--- config.mk ---
export PLATFORM = sky130hd
export DESIGN_NAME = spvm_monitor
export DESIGN_NICKNAME = d
export VERILOG_FILES = /design/src/shared/spvm_pkg.sv /design/src/shared/spvm_div_if.sv /design/src/logic/spvm_divider.sv /design/src/logic/spvm_monitor.sv
export SDC_FILE = /design/constraint.sdc
export NUM_CORES = 2
export LEC_CHECK = 0
export BUFFER_PORTS_ARGS = -buffer_cell sky130_fd_sc_hd__buf_2
export CAP_MARGIN = 40
export CORE_MARGIN = 2
export CORE_UTILIZATION = 40
export DETAILED_ROUTE_END_ITERATION = 10
export GPL_TIMING_DRIVEN = 0
export PLACE_DENSITY = 0.6
export SLEW_MARGIN = 20
export SYNTH_ARGS = -nofsm -noshare
export SYNTH_HDL_FRONTEND = slang
export SYNTH_SLANG_ARGS = --single-unit
--- constraint.sdc ---
create_clock -name clk -period 12.2 [get_ports clk]
set_input_delay 0 -clock clk [delete_from_list [all_inputs] [get_ports clk]]
set_output_delay 0 -clock clk [all_outputs]
set_load 0.03 [all_outputs]
--- src/shared/spvm_pkg.sv ---
// Constants and types of the servo position and velocity monitor.
package spvm_pkg;

	// =========================================================
	// Geometry and timing
	localparam int STEPS_PER_POLE   = 256;
	localparam int POLES_PER_REV    = 50;
	localparam int NATIVE_PER_REV   = STEPS_PER_POLE * POLES_PER_REV;
	localparam int CLK_MHZ          = 100;
	localparam int VEL_SAMPLE_US    = 1000;
	localparam int VEL_SAMPLE_CYC   = VEL_SAMPLE_US * CLK_MHZ;
	localparam int VEL_AVG_MS       = 128;
	localparam int VEL_AVG_SHIFT    = $clog2(VEL_AVG_MS);
	localparam int MS_PER_MIN       = 60000;

	// =========================================================
	// Report formatting
	localparam int        DEC_DIGITS = 7;
	localparam int        LINE_LEN   = 12;
	localparam logic [47:0] DEC_MAX  = 48'h00000098967F;
	localparam logic [7:0] CH_STAR   = 8'h2A;
	localparam logic [7:0] CH_EQ     = 8'h3D;
	localparam logic [7:0] CH_PLUS   = 8'h2B;
	localparam logic [7:0] CH_MINUS  = 8'h2D;
	localparam logic [7:0] CH_ZERO   = 8'h30;
	localparam logic [7:0] CH_CR     = 8'h0D;
	localparam logic [7:0] TAG_ACT   = 8'h41;
	localparam logic [7:0] TAG_ERR   = 8'h45;
	localparam logic [7:0] TAG_RES   = 8'h52;
	localparam logic [7:0] TAG_SET   = 8'h53;
	localparam logic [7:0] TAG_VEL   = 8'h56;
	localparam logic [7:0] TAG_TGT   = 8'h54;
	localparam logic [7:0] TAG_MRES  = 8'h4D;
	localparam logic [7:0] TAG_DB    = 8'h44;
	localparam logic [7:0] TAG_GAIN  = 8'h47;
	localparam logic [1:0] TUNE_LAST = 2'h2;

	// =========================================================
	// Reset values
	localparam logic [31:0] POS_RST = 32'h00000000;

	// =========================================================
	// Report commands
	typedef enum logic [2:0] {
		RPT_ACT  = 3'h0,
		RPT_ERR  = 3'h1,
		RPT_RES  = 3'h2,
		RPT_SET  = 3'h3,
		RPT_VEL  = 3'h4,
		RPT_TGT  = 3'h5,
		RPT_TUNE = 3'h6
	} spvm_rpt_t;

endpackage

--- src/shared/spvm_div_if.sv ---
// Request and answer signals of the shared sequential divider.
`timescale 1ns/1ps
interface spvm_div_if #(
	parameter int W  = 48,
	parameter int DW = 16
);
	logic          start;
	logic [W-1:0]  dividend;
	logic [DW-1:0] divisor;
	logic          done;
	logic [W-1:0]  quotient;
	logic [DW-1:0] remainder;

	modport user (output start, dividend, divisor,
		input done, quotient, remainder);
	modport unit (input start, dividend, divisor,
		output done, quotient, remainder);
endinterface

--- src/logic/spvm_divider.sv ---
// Restoring divider, one quotient bit per clock.
`timescale 1ns/1ps
module spvm_divider
	import spvm_pkg::*;
#(
	parameter int W  = 48,
	parameter int DW = 16
) (
	input  wire logic clk,
	input  wire logic srst,
	spvm_div_if.unit  div
);
	if (W < 8 || DW < 4 || DW >= W)
		$error("spvm_divider: unsupported widths");

	logic [DW:0]           rem_r, rem_nxt;
	logic [W-1:0]          quo_r, quo_nxt;
	logic [DW-1:0]         dvs_r, dvs_nxt;
	logic [$clog2(W+1)-1:0] cnt_r, cnt_nxt;
	logic                  busy_r, busy_nxt;
	logic                  done_r, done_nxt;
	logic [DW:0]           trial;
	logic                  ge;

	// =========================================================
	// Step
	// A new start aborts any division in flight.
	always_comb begin
		trial    = {rem_r[DW-1:0], quo_r[W-1]};
		ge       = trial >= {1'b0, dvs_r};
		rem_nxt  = rem_r;
		quo_nxt  = quo_r;
		dvs_nxt  = dvs_r;
		cnt_nxt  = cnt_r;
		busy_nxt = busy_r;
		done_nxt = 1'b0;
		if (div.start) begin
			rem_nxt  = '0;
			quo_nxt  = div.dividend;
			dvs_nxt  = div.divisor;
			cnt_nxt  = '0;
			busy_nxt = 1'b1;
		end else if (busy_r) begin
			rem_nxt = ge ? trial - {1'b0, dvs_r} : trial;
			quo_nxt = {quo_r[W-2:0], ge};
			cnt_nxt = cnt_r + 1'b1;
			if (cnt_r == ($clog2(W+1))'(W - 1)) begin
				busy_nxt = 1'b0;
				done_nxt = 1'b1;
			end
		end
	end

	always_ff @(posedge clk) begin
		if (srst) begin
			rem_r  <= '0;
			quo_r  <= '0;
			dvs_r  <= '0;
			cnt_r  <= '0;
			busy_r <= 1'b0;
			done_r <= 1'b0;
		end else begin
			rem_r  <= rem_nxt;
			quo_r  <= quo_nxt;
			dvs_r  <= dvs_nxt;
			cnt_r  <= cnt_nxt;
			busy_r <= busy_nxt;
			done_r <= done_nxt;
		end
	end

	assign div.done      = done_r;
	assign div.quotient  = quo_r;
	assign div.remainder = rem_r[DW-1:0];
endmodule

--- src/logic/spvm_monitor.sv ---
// Position and velocity tracking with serial reports that repeat, except the tuning report, which sends its three lines once.
`timescale 1ns/1ps
module spvm_monitor
	import spvm_pkg::*;
#(
	parameter int SAMPLE_CYC = VEL_SAMPLE_CYC
) (
	input  wire logic               clk,
	input  wire logic               srst,
	input  wire logic               drive_en,
	input  wire logic               step_pulse,
	input  wire logic               step_dir,
	input  wire logic [7:0]         resolver_pos,
	input  wire logic signed [31:0] target_vel,
	input  wire logic [15:0]        motor_resolution_setting,
	input  wire logic [15:0]        dead_band_setting,
	input  wire logic [15:0]        gain_setting,
	input  wire logic               cmd_valid,
	input  wire logic [2:0]         cmd_code,
	input  wire logic               rx_valid,
	input  wire logic [7:0]         rx_data,
	input  wire logic               tx_ready,
	output logic                    tx_valid,
	output logic [7:0]              tx_data,
	output logic                    rx_fwd_valid,
	output logic [7:0]              rx_fwd_data,
	output logic signed [31:0]      current_demand,
	output logic                    in_dead_band,
	output logic                    report_busy
);
	if (SAMPLE_CYC < 2)
		$error("spvm_monitor: SAMPLE_CYC must be at least 2");

	localparam int TW = $clog2(SAMPLE_CYC);

	function automatic logic [31:0] mag(input logic signed [31:0] v);
		mag = v[31] ? 32'(-v) : 32'(v);
	endfunction

	typedef enum logic [5:0] {
		S_IDLE = 6'h01,
		S_LOAD = 6'h02,
		S_DIV  = 6'h04,
		S_DIG  = 6'h08,
		S_EMIT = 6'h10,
		S_WAIT = 6'h20
	} spvm_state_t;

	spvm_div_if #(.W(48), .DW(16)) div ();

	spvm_divider #(.W(48), .DW(16)) u_div (
		.clk  (clk),
		.srst (srst),
		.div  (div)
	);

	// =========================================================
	// Tracking
	logic [7:0]         res_r, res_nxt;
	logic signed [31:0] act_r, act_nxt;
	logic signed [31:0] set_r, set_nxt;
	logic signed [31:0] cur_r, cur_nxt;
	logic               db_r, db_nxt;
	logic [TW-1:0]      tick_r, tick_nxt;
	logic signed [31:0] vlast_r, vlast_nxt;
	logic signed [39:0] vsum_r, vsum_nxt;
	logic [VEL_AVG_SHIFT-1:0] nsamp_r, nsamp_nxt;
	logic signed [31:0] avg_r, avg_nxt;
	logic               avg_new_r, avg_new_nxt;
	logic               vel_take;
	logic signed [7:0]  d8;
	logic signed [31:0] err;
	logic signed [31:0] vdel;
	logic signed [39:0] vfull;
	logic signed [48:0] prod;

	always_comb begin
		d8    = 8'(resolver_pos - res_r);
		err   = set_r - act_r;
		vdel  = act_r - vlast_r;
		vfull = vsum_r + {{8{vdel[31]}}, vdel};
		prod  = err * $signed({1'b0, gain_setting});
		res_nxt = resolver_pos;
		act_nxt = act_r + {{24{d8[7]}}, d8};
		set_nxt = set_r;
		if (step_pulse)
			set_nxt = step_dir ? set_r - 32'sd1 : set_r + 32'sd1;
		cur_nxt = prod[31:0];
		db_nxt = mag(err) <= {16'h0000, dead_band_setting};
		tick_nxt    = tick_r + 1'b1;
		vlast_nxt   = vlast_r;
		vsum_nxt    = vsum_r;
		nsamp_nxt   = nsamp_r;
		avg_nxt     = avg_r;
		avg_new_nxt = avg_new_r && !vel_take;
		if (tick_r == TW'(SAMPLE_CYC - 1)) begin
			tick_nxt  = '0;
			vlast_nxt = act_r;
			vsum_nxt  = vfull;
			nsamp_nxt = nsamp_r + 1'b1;
			if (&nsamp_r) begin
				vsum_nxt    = '0;
				avg_nxt     = vfull[VEL_AVG_SHIFT +: 32];
				avg_new_nxt = 1'b1;
			end
		end
		if (!drive_en) begin
			act_nxt     = POS_RST;
			set_nxt     = POS_RST;
			tick_nxt    = '0;
			vlast_nxt   = POS_RST;
			vsum_nxt    = '0;
			nsamp_nxt   = '0;
			avg_nxt     = POS_RST;
			avg_new_nxt = 1'b0;
		end
	end

	always_ff @(posedge clk) begin
		if (srst) begin
			res_r     <= '0;
			act_r     <= POS_RST;
			set_r     <= POS_RST;
			cur_r     <= POS_RST;
			db_r      <= 1'b0;
			tick_r    <= '0;
			vlast_r   <= POS_RST;
			vsum_r    <= '0;
			nsamp_r   <= '0;
			avg_r     <= POS_RST;
			avg_new_r <= 1'b0;
		end else begin
			res_r     <= res_nxt;
			act_r     <= act_nxt;
			set_r     <= set_nxt;
			cur_r     <= cur_nxt;
			db_r      <= db_nxt;
			tick_r    <= tick_nxt;
			vlast_r   <= vlast_nxt;
			vsum_r    <= vsum_nxt;
			nsamp_r   <= nsamp_nxt;
			avg_r     <= avg_nxt;
			avg_new_r <= avg_new_nxt;
		end
	end

	// =========================================================
	// Reports
	spvm_state_t  st_r, st_nxt;
	spvm_rpt_t    rpt_r, rpt_nxt;
	logic [1:0]   item_r, item_nxt;
	logic         busy_r, busy_nxt;
	logic         neg_r, neg_nxt;
	logic [7:0]   tag_r, tag_nxt;
	logic [2:0]   dig_r, dig_nxt;
	logic [3:0]   emit_r, emit_nxt;
	logic [3:0]   digs_r [0:DEC_DIGITS-1];
	logic [3:0]   digs_nxt [0:DEC_DIGITS-1];
	logic         dst_r, dst_nxt;
	logic [47:0]  dnd_r, dnd_nxt;
	logic [15:0]  dvs_r, dvs_nxt;
	logic         txv_r, txv_nxt;
	logic [7:0]   txd_r, txd_nxt;
	logic         fwv_r, fwv_nxt;
	logic [7:0]   fwd_r, fwd_nxt;
	logic signed [31:0] v;
	logic [15:0]  mult;
	logic         sc;
	logic [7:0]   tg;
	logic [3:0]   ei;

	always_comb begin
		v        = POS_RST;
		mult     = 16'h0001;
		sc       = 1'b0;
		tg       = TAG_ACT;
		ei       = emit_r;
		st_nxt   = st_r;
		rpt_nxt  = rpt_r;
		item_nxt = item_r;
		neg_nxt  = neg_r;
		tag_nxt  = tag_r;
		dig_nxt  = dig_r;
		emit_nxt = emit_r;
		digs_nxt = digs_r;
		dst_nxt  = 1'b0;
		dnd_nxt  = dnd_r;
		dvs_nxt  = dvs_r;
		txv_nxt  = txv_r;
		txd_nxt  = txd_r;
		fwv_nxt  = 1'b0;
		fwd_nxt  = fwd_r;
		vel_take = 1'b0;
		case (rpt_r)
			RPT_ACT: begin
				v    = act_r;
				mult = motor_resolution_setting;
				sc   = 1'b1;
				tg   = TAG_ACT;
			end
			RPT_ERR: begin
				v  = err;
				tg = TAG_ERR;
			end
			RPT_RES: begin
				v  = {24'h000000, res_r};
				tg = TAG_RES;
			end
			RPT_SET: begin
				v  = set_r;
				tg = TAG_SET;
			end
			RPT_VEL: begin
				v    = avg_r;
				mult = 16'(MS_PER_MIN);
				sc   = 1'b1;
				tg   = TAG_VEL;
			end
			RPT_TGT: begin
				v  = target_vel;
				tg = TAG_TGT;
			end
			RPT_TUNE: begin
				case (item_r)
					2'h0: begin
						v  = {16'h0000, motor_resolution_setting};
						tg = TAG_MRES;
					end
					2'h1: begin
						v  = {16'h0000, dead_band_setting};
						tg = TAG_DB;
					end
					default: begin
						v  = {16'h0000, gain_setting};
						tg = TAG_GAIN;
					end
				endcase
			end
			default: begin
				v = POS_RST;
			end
		endcase
		case (st_r)
			S_IDLE: begin
				if (rx_valid) begin
					fwv_nxt = 1'b1;
					fwd_nxt = rx_data;
				end else if (cmd_valid && cmd_code <= RPT_TUNE) begin
					rpt_nxt  = spvm_rpt_t'(cmd_code);
					item_nxt = 2'h0;
					st_nxt   = (cmd_code == RPT_VEL) ? S_WAIT : S_LOAD;
					vel_take = (cmd_code == RPT_VEL);
				end
			end
			S_WAIT: begin
				if (avg_new_r) begin
					vel_take = 1'b1;
					st_nxt   = S_LOAD;
				end
			end
			S_LOAD: begin
				neg_nxt = v[31];
				tag_nxt = tg;
				dst_nxt = 1'b1;
				if (sc) begin
					dnd_nxt = 48'(mag(v)) * 48'(mult);
					dvs_nxt = 16'(NATIVE_PER_REV);
					st_nxt  = S_DIV;
				end else begin
					dnd_nxt = 48'(mag(v));
					dvs_nxt = 16'h000A;
					dig_nxt = 3'h0;
					st_nxt  = S_DIG;
				end
			end
			S_DIV: begin
				// quotient drops the fraction
				// A done seen while a start is issued is a stale one.
				if (div.done && !dst_r) begin
					dnd_nxt = (div.quotient > DEC_MAX) ?
						DEC_MAX : div.quotient;
					dvs_nxt = 16'h000A;
					dst_nxt = 1'b1;
					dig_nxt = 3'h0;
					st_nxt  = S_DIG;
				end
			end
			S_DIG: begin
				if (div.done && !dst_r) begin
					digs_nxt[dig_r] = div.remainder[3:0];
					dnd_nxt = div.quotient;
					if (dig_r == 3'(DEC_DIGITS - 1)) begin
						emit_nxt = 4'h0;
						txv_nxt  = 1'b1;
						txd_nxt  = CH_STAR;
						st_nxt   = S_EMIT;
					end else begin
						dig_nxt = dig_r + 3'h1;
						dst_nxt = 1'b1;
					end
				end
			end
			S_EMIT: begin
				if (txv_r && tx_ready) begin
					ei       = emit_r + 4'h1;
					emit_nxt = ei;
					if (emit_r == 4'(LINE_LEN - 1)) begin
						txv_nxt = 1'b0;
						if (rpt_r == RPT_TUNE) begin
							item_nxt = item_r + 2'h1;
							st_nxt = (item_r == TUNE_LAST) ?
								S_IDLE : S_LOAD;
						end else if (rpt_r == RPT_VEL) begin
							st_nxt = S_WAIT;
						end else begin
							st_nxt = S_LOAD;
						end
					end
				end
				case (ei)
					4'h0: txd_nxt = CH_STAR;
					4'h1: txd_nxt = tag_r;
					4'h2: txd_nxt = CH_EQ;
					4'h3: txd_nxt = neg_r ? CH_MINUS : CH_PLUS;
					4'hB: txd_nxt = CH_CR;
					default: txd_nxt = CH_ZERO
						+ {4'h0, digs_r[3'(4'hA - ei)]};
				endcase
			end
			default: st_nxt = S_IDLE;
		endcase
		if (st_r != S_IDLE && rx_valid) begin
			st_nxt  = S_IDLE;
			txv_nxt = 1'b0;
			fwv_nxt = 1'b0;
			dst_nxt = 1'b0;
		end
		busy_nxt = (st_nxt != S_IDLE);
	end

	always_ff @(posedge clk) begin
		if (srst) begin
			st_r   <= S_IDLE;
			rpt_r  <= RPT_ACT;
			item_r <= 2'h0;
			busy_r <= 1'b0;
			neg_r  <= 1'b0;
			tag_r  <= TAG_ACT;
			dig_r  <= 3'h0;
			emit_r <= 4'h0;
			digs_r <= '{default: 4'h0};
			dst_r  <= 1'b0;
			dnd_r  <= '0;
			dvs_r  <= 16'h0001;
			txv_r  <= 1'b0;
			txd_r  <= 8'h00;
			fwv_r  <= 1'b0;
			fwd_r  <= 8'h00;
		end else begin
			st_r   <= st_nxt;
			rpt_r  <= rpt_nxt;
			item_r <= item_nxt;
			busy_r <= busy_nxt;
			neg_r  <= neg_nxt;
			tag_r  <= tag_nxt;
			dig_r  <= dig_nxt;
			emit_r <= emit_nxt;
			digs_r <= digs_nxt;
			dst_r  <= dst_nxt;
			dnd_r  <= dnd_nxt;
			dvs_r  <= dvs_nxt;
			txv_r  <= txv_nxt;
			txd_r  <= txd_nxt;
			fwv_r  <= fwv_nxt;
			fwd_r  <= fwd_nxt;
		end
	end

	assign div.start      = dst_r;
	assign div.dividend   = dnd_r;
	assign div.divisor    = dvs_r;
	assign tx_valid       = txv_r;
	assign tx_data        = txd_r;
	assign rx_fwd_valid   = fwv_r;
	assign rx_fwd_data    = fwd_r;
	assign current_demand = cur_r;
	assign in_dead_band   = db_r;
	assign report_busy    = busy_r;
endmodule

==> impl_metrics.json <==
{
  "critPathArrivalTime_ns": 12.34,
  "vias": 50800,
  "min_period_ns": 11.82,
  "overflow": 0,
  "synth_area_leader_cell": "fa_1",
  "gr-usage-met1": 0.392,
  "drive_gt1_frac": 0.0660,
  "num_rows": 137,
  "timing_worst_setup_path_type": "reg2reg",
  "drc": 0,
  "worst_hold_slack_ns": 0.0561,
  "min_path_cells": 5,
  "area_growth_pct": 11.2,
  "die-area_um2": 144000,
  "cts_buffer_depth": 3,
  "ys_async_sr_fraction": 0,
  "drv_cap": 0,
  "drtIter0Drc": 4811,
  "status": "complete, no violations",
  "grt_usage": 0.291,
  "grt_first_pass_wirelength_um": 315000,
  "portBuffers": 151,
  "tritoncts": "yes",
  "syn_area_per_cell_um2": 8.17,
  "start_util": 0.403,
  "setup_viol_count_final": 0,
  "core_area_um2": 140000,
  "finalHoldViolCount": 0,
  "dr.pass1.iters": 7,
  "yosysWarnings": 0,
  "r2r_cells": 40,
  "max_slew_margin": 0.323,
  "use_met3": 0.0676,
  "crit_slowest_cell": "xor2_1",
  "crit_required_ns": 12.72,
  "worstReg2RegEnd": "div.dividend[46]$_SDFFE_PP0P_",
  "min_period_over_period": 0.969,
  "place.gp.congestion": 1.04,
  "hpwlAfterDp_um": 173000,
  "clock_latency_ns": 0.68,
  "route.detailed.wl_per_inst_um": 22.9,
  "fmax_mhz": 84.6,
  "r2r_slack_ns": 0.38,
  "worstHoldStart": "cmd_valid",
  "yosysSeqAreaShare": 0.153,
  "ys_types": 104,
  "htreeDepth": 2,
  "grt.busiest_layer": "met2",
  "worstReg2RegStart": "item_r[1]$_SDFFE_PP0P_",
  "synthCells": 6892,
  "slew_viol_final": 0,
  "syn_nets": 8137,
  "syn_area_um2": 56300,
  "cp_max_fo": 15,
  "path_clk_slew_ns": 0.06,
  "synth_edf_count": 0,
  "ys_ff_latch": 430,
  "drt-total-wl_um": 209000,
  "clock_sinks": 430,
  "critical_path.endpoint_type": "flip-flop",
  "slowest_delay_ns": 0.59,
  "ioPinCount": 159,
  "worstMarginPinSlew_ns": 1.02,
  "hold_end": "st_r[1]$_SDFF_PP0_",
  "fin_skew_ns": 0.0475,
  "grt_use_met2": 0.445,
  "fp.dieW_um": 379,
  "die_h_um": 379,
  "netlist.area_leader.share": 0.259,
  "vias_per_cell": 5.57,
  "ys.flop_type": "dfxtp_1",
  "antenna_found_initial": 14,
  "ant_nets": 0,
  "grt_max_degree": 33,
  "grt_pass1_vias": 50500,
  "hold_class": "in2reg",
  "cts_buffers": 53,
  "synth_area_leaders": "fa_1 (26%), dfxtp_1 (15%), ha_1 (9.1%), inv_1 (6.3%), nand2_1 (6.0%)",
  "layout.nets": 8439,
  "critPathLaunch": "item_r[1]$_SDFFE_PP0P_",
  "cts-root-buf": "clkbuf_16",
  "cp-start-kind": "flip-flop"
}
## routing by layer
| layer | part of all wire | vias to the layer above |
|---|---|---|
| met5 | 0.00024 | - |
| met4 | 0.053 | 10 |
| met3 | 0.097 | 428 |
| met2 | 0.43 | 2261 |
| met1 | 0.42 | 25000 |
| li1 | - | 23100 |
## cell usage in the layout, fill, tap and decap left out, drive strengths merged, types with 118 or more instances in the layout
master	instances
mux2i	119
ha	409
inv	947
nand2	899
fa	729
xnor2	189
clkbuf	351
o21ai	212
and2	190
xor2	122
buf	260
nor2	675
a21o	118
a21oi	420
dfxtp	430
## critical path: cells and delay by family (launching register included)
family | cells | cell delay [ns]
compound gates | 11 | 3.13
mux | 1 | 0.15
simple gates | 6 | 1.09
buf+inv | 12 | 2.38
xor+xnor | 1 | 0.59
fa+ha+maj | 9 | 3.94
flops | 1 | 0.35
## cells in the mapped netlist (23+ instances only)
master	instances
nor2_1	675
o21ai_0	202
a22oi_1	35
xnor2_1	189
o21a_1	51
a211oi_1	64
a221oi_1	30
a22o_1	42
nand4_1	36
a31oi_1	37
or3_1	41
xor2_1	121
fa_1	729
a21oi_1	418
mux2i_1	119
buf_1	23
nor2b_1	89
o21bai_1	33
and3_1	77
nand2_1	899
nand3_1	85
o211ai_1	27
nor3_1	92
clkbuf_1	292
dfxtp_1	430
nor4_1	23
inv_1	938
ha_1	409
a21o_1	118
and2_1	186
nand2b_1	52
## timing repair
action                                  4_1_cts  5_1_grt
gates resized for setup                      23       27
hold buffers                                 32        0
buffers inserted                              3        2
hold endpoints to repair                     33        0
pin swaps                                     2        1
endpoints found under the setup margin       29       16
## metrics by stage
stage          setup TNS, ns   util  std cells  cell area [um2]  setup slack (ns)
2_1_floorplan              0      -       6892            56300              2.18
3_3_place_gp          -28.28  0.426       8919            59400             -2.62
3_5_place_dp          -13.36  0.431       8972            60100             -1.63
4_1_cts                    0  0.447       9100            62400            0.0192
5_1_grt              -0.0269  0.449       9115            62600           -0.0269
6_report                   0  0.449       9116            62600             0.379
## cell type report
| class | instances | area (um2) |
|---|---|---|
| multi-input combinational | 5188 | 43200 |
| tap | 1876 | 2350 |
| antenna | 3 | 7.51 |
| clock inverter | 33 | 442 |
| clock buffer | 65 | 1460 |
| timing repair buffer | 253 | 1720 |
| buffer | 327 | 1290 |
| sequential | 430 | 8610 |
| fill | 14200 | 76900 |
| inverter | 941 | 3530 |
## kinds of logic after synthesis
family,after synthesis,share of synthesized area
simple gates,2358,0.192
buf+inv,1274,0.0855
compound gates,1244,0.144
fa+ha+maj,1138,0.350
flops,430,0.153
xor+xnor,316,0.0506
mux,131,0.0248
other cells,1,0.0000666
## worst max path at each step
| stage | to | slack, ns | cells past startpoint |
|---|---|---|---|
| after floorplan | div.dividend[46]$_SDFFE_PP0P_ | 2.18 | 37 |
| after global placement | div.dividend[46]$_SDFFE_PP0P_ | -2.62 | 37 |
| after detailed placement | div.dividend[46]$_SDFFE_PP0P_ | -1.63 | 41 |
| after CTS | div.dividend[46]$_SDFFE_PP0P_ | 0.02 | 38 |
| after global routing | div.dividend[46]$_SDFFE_PP0P_ | -0.03 | 40 |
| final | div.dividend[46]$_SDFFE_PP0P_ | 0.38 | 40 |
## state kept, by name, indices dropped and copies added (netlist names), 4 cells and up
register,cells
vlast_r,32
st_r,6
set_r,32
vsum_r,39
u_div.cnt_r,6
act_r,32
tick_r,17
tag_r,5
tx_data,7
u_div.rem_r,16
current_demand,32
avg_r,32
res_r,8
u_div.div.quotient,48
emit_r,4
rx_fwd_data,8
digs_r,28
nsamp_r,7
div.dividend,48
Power is left out: the tool's default activity adds up to more than one toggle a clock period on the data nets, which glitch-free logic cannot reach.
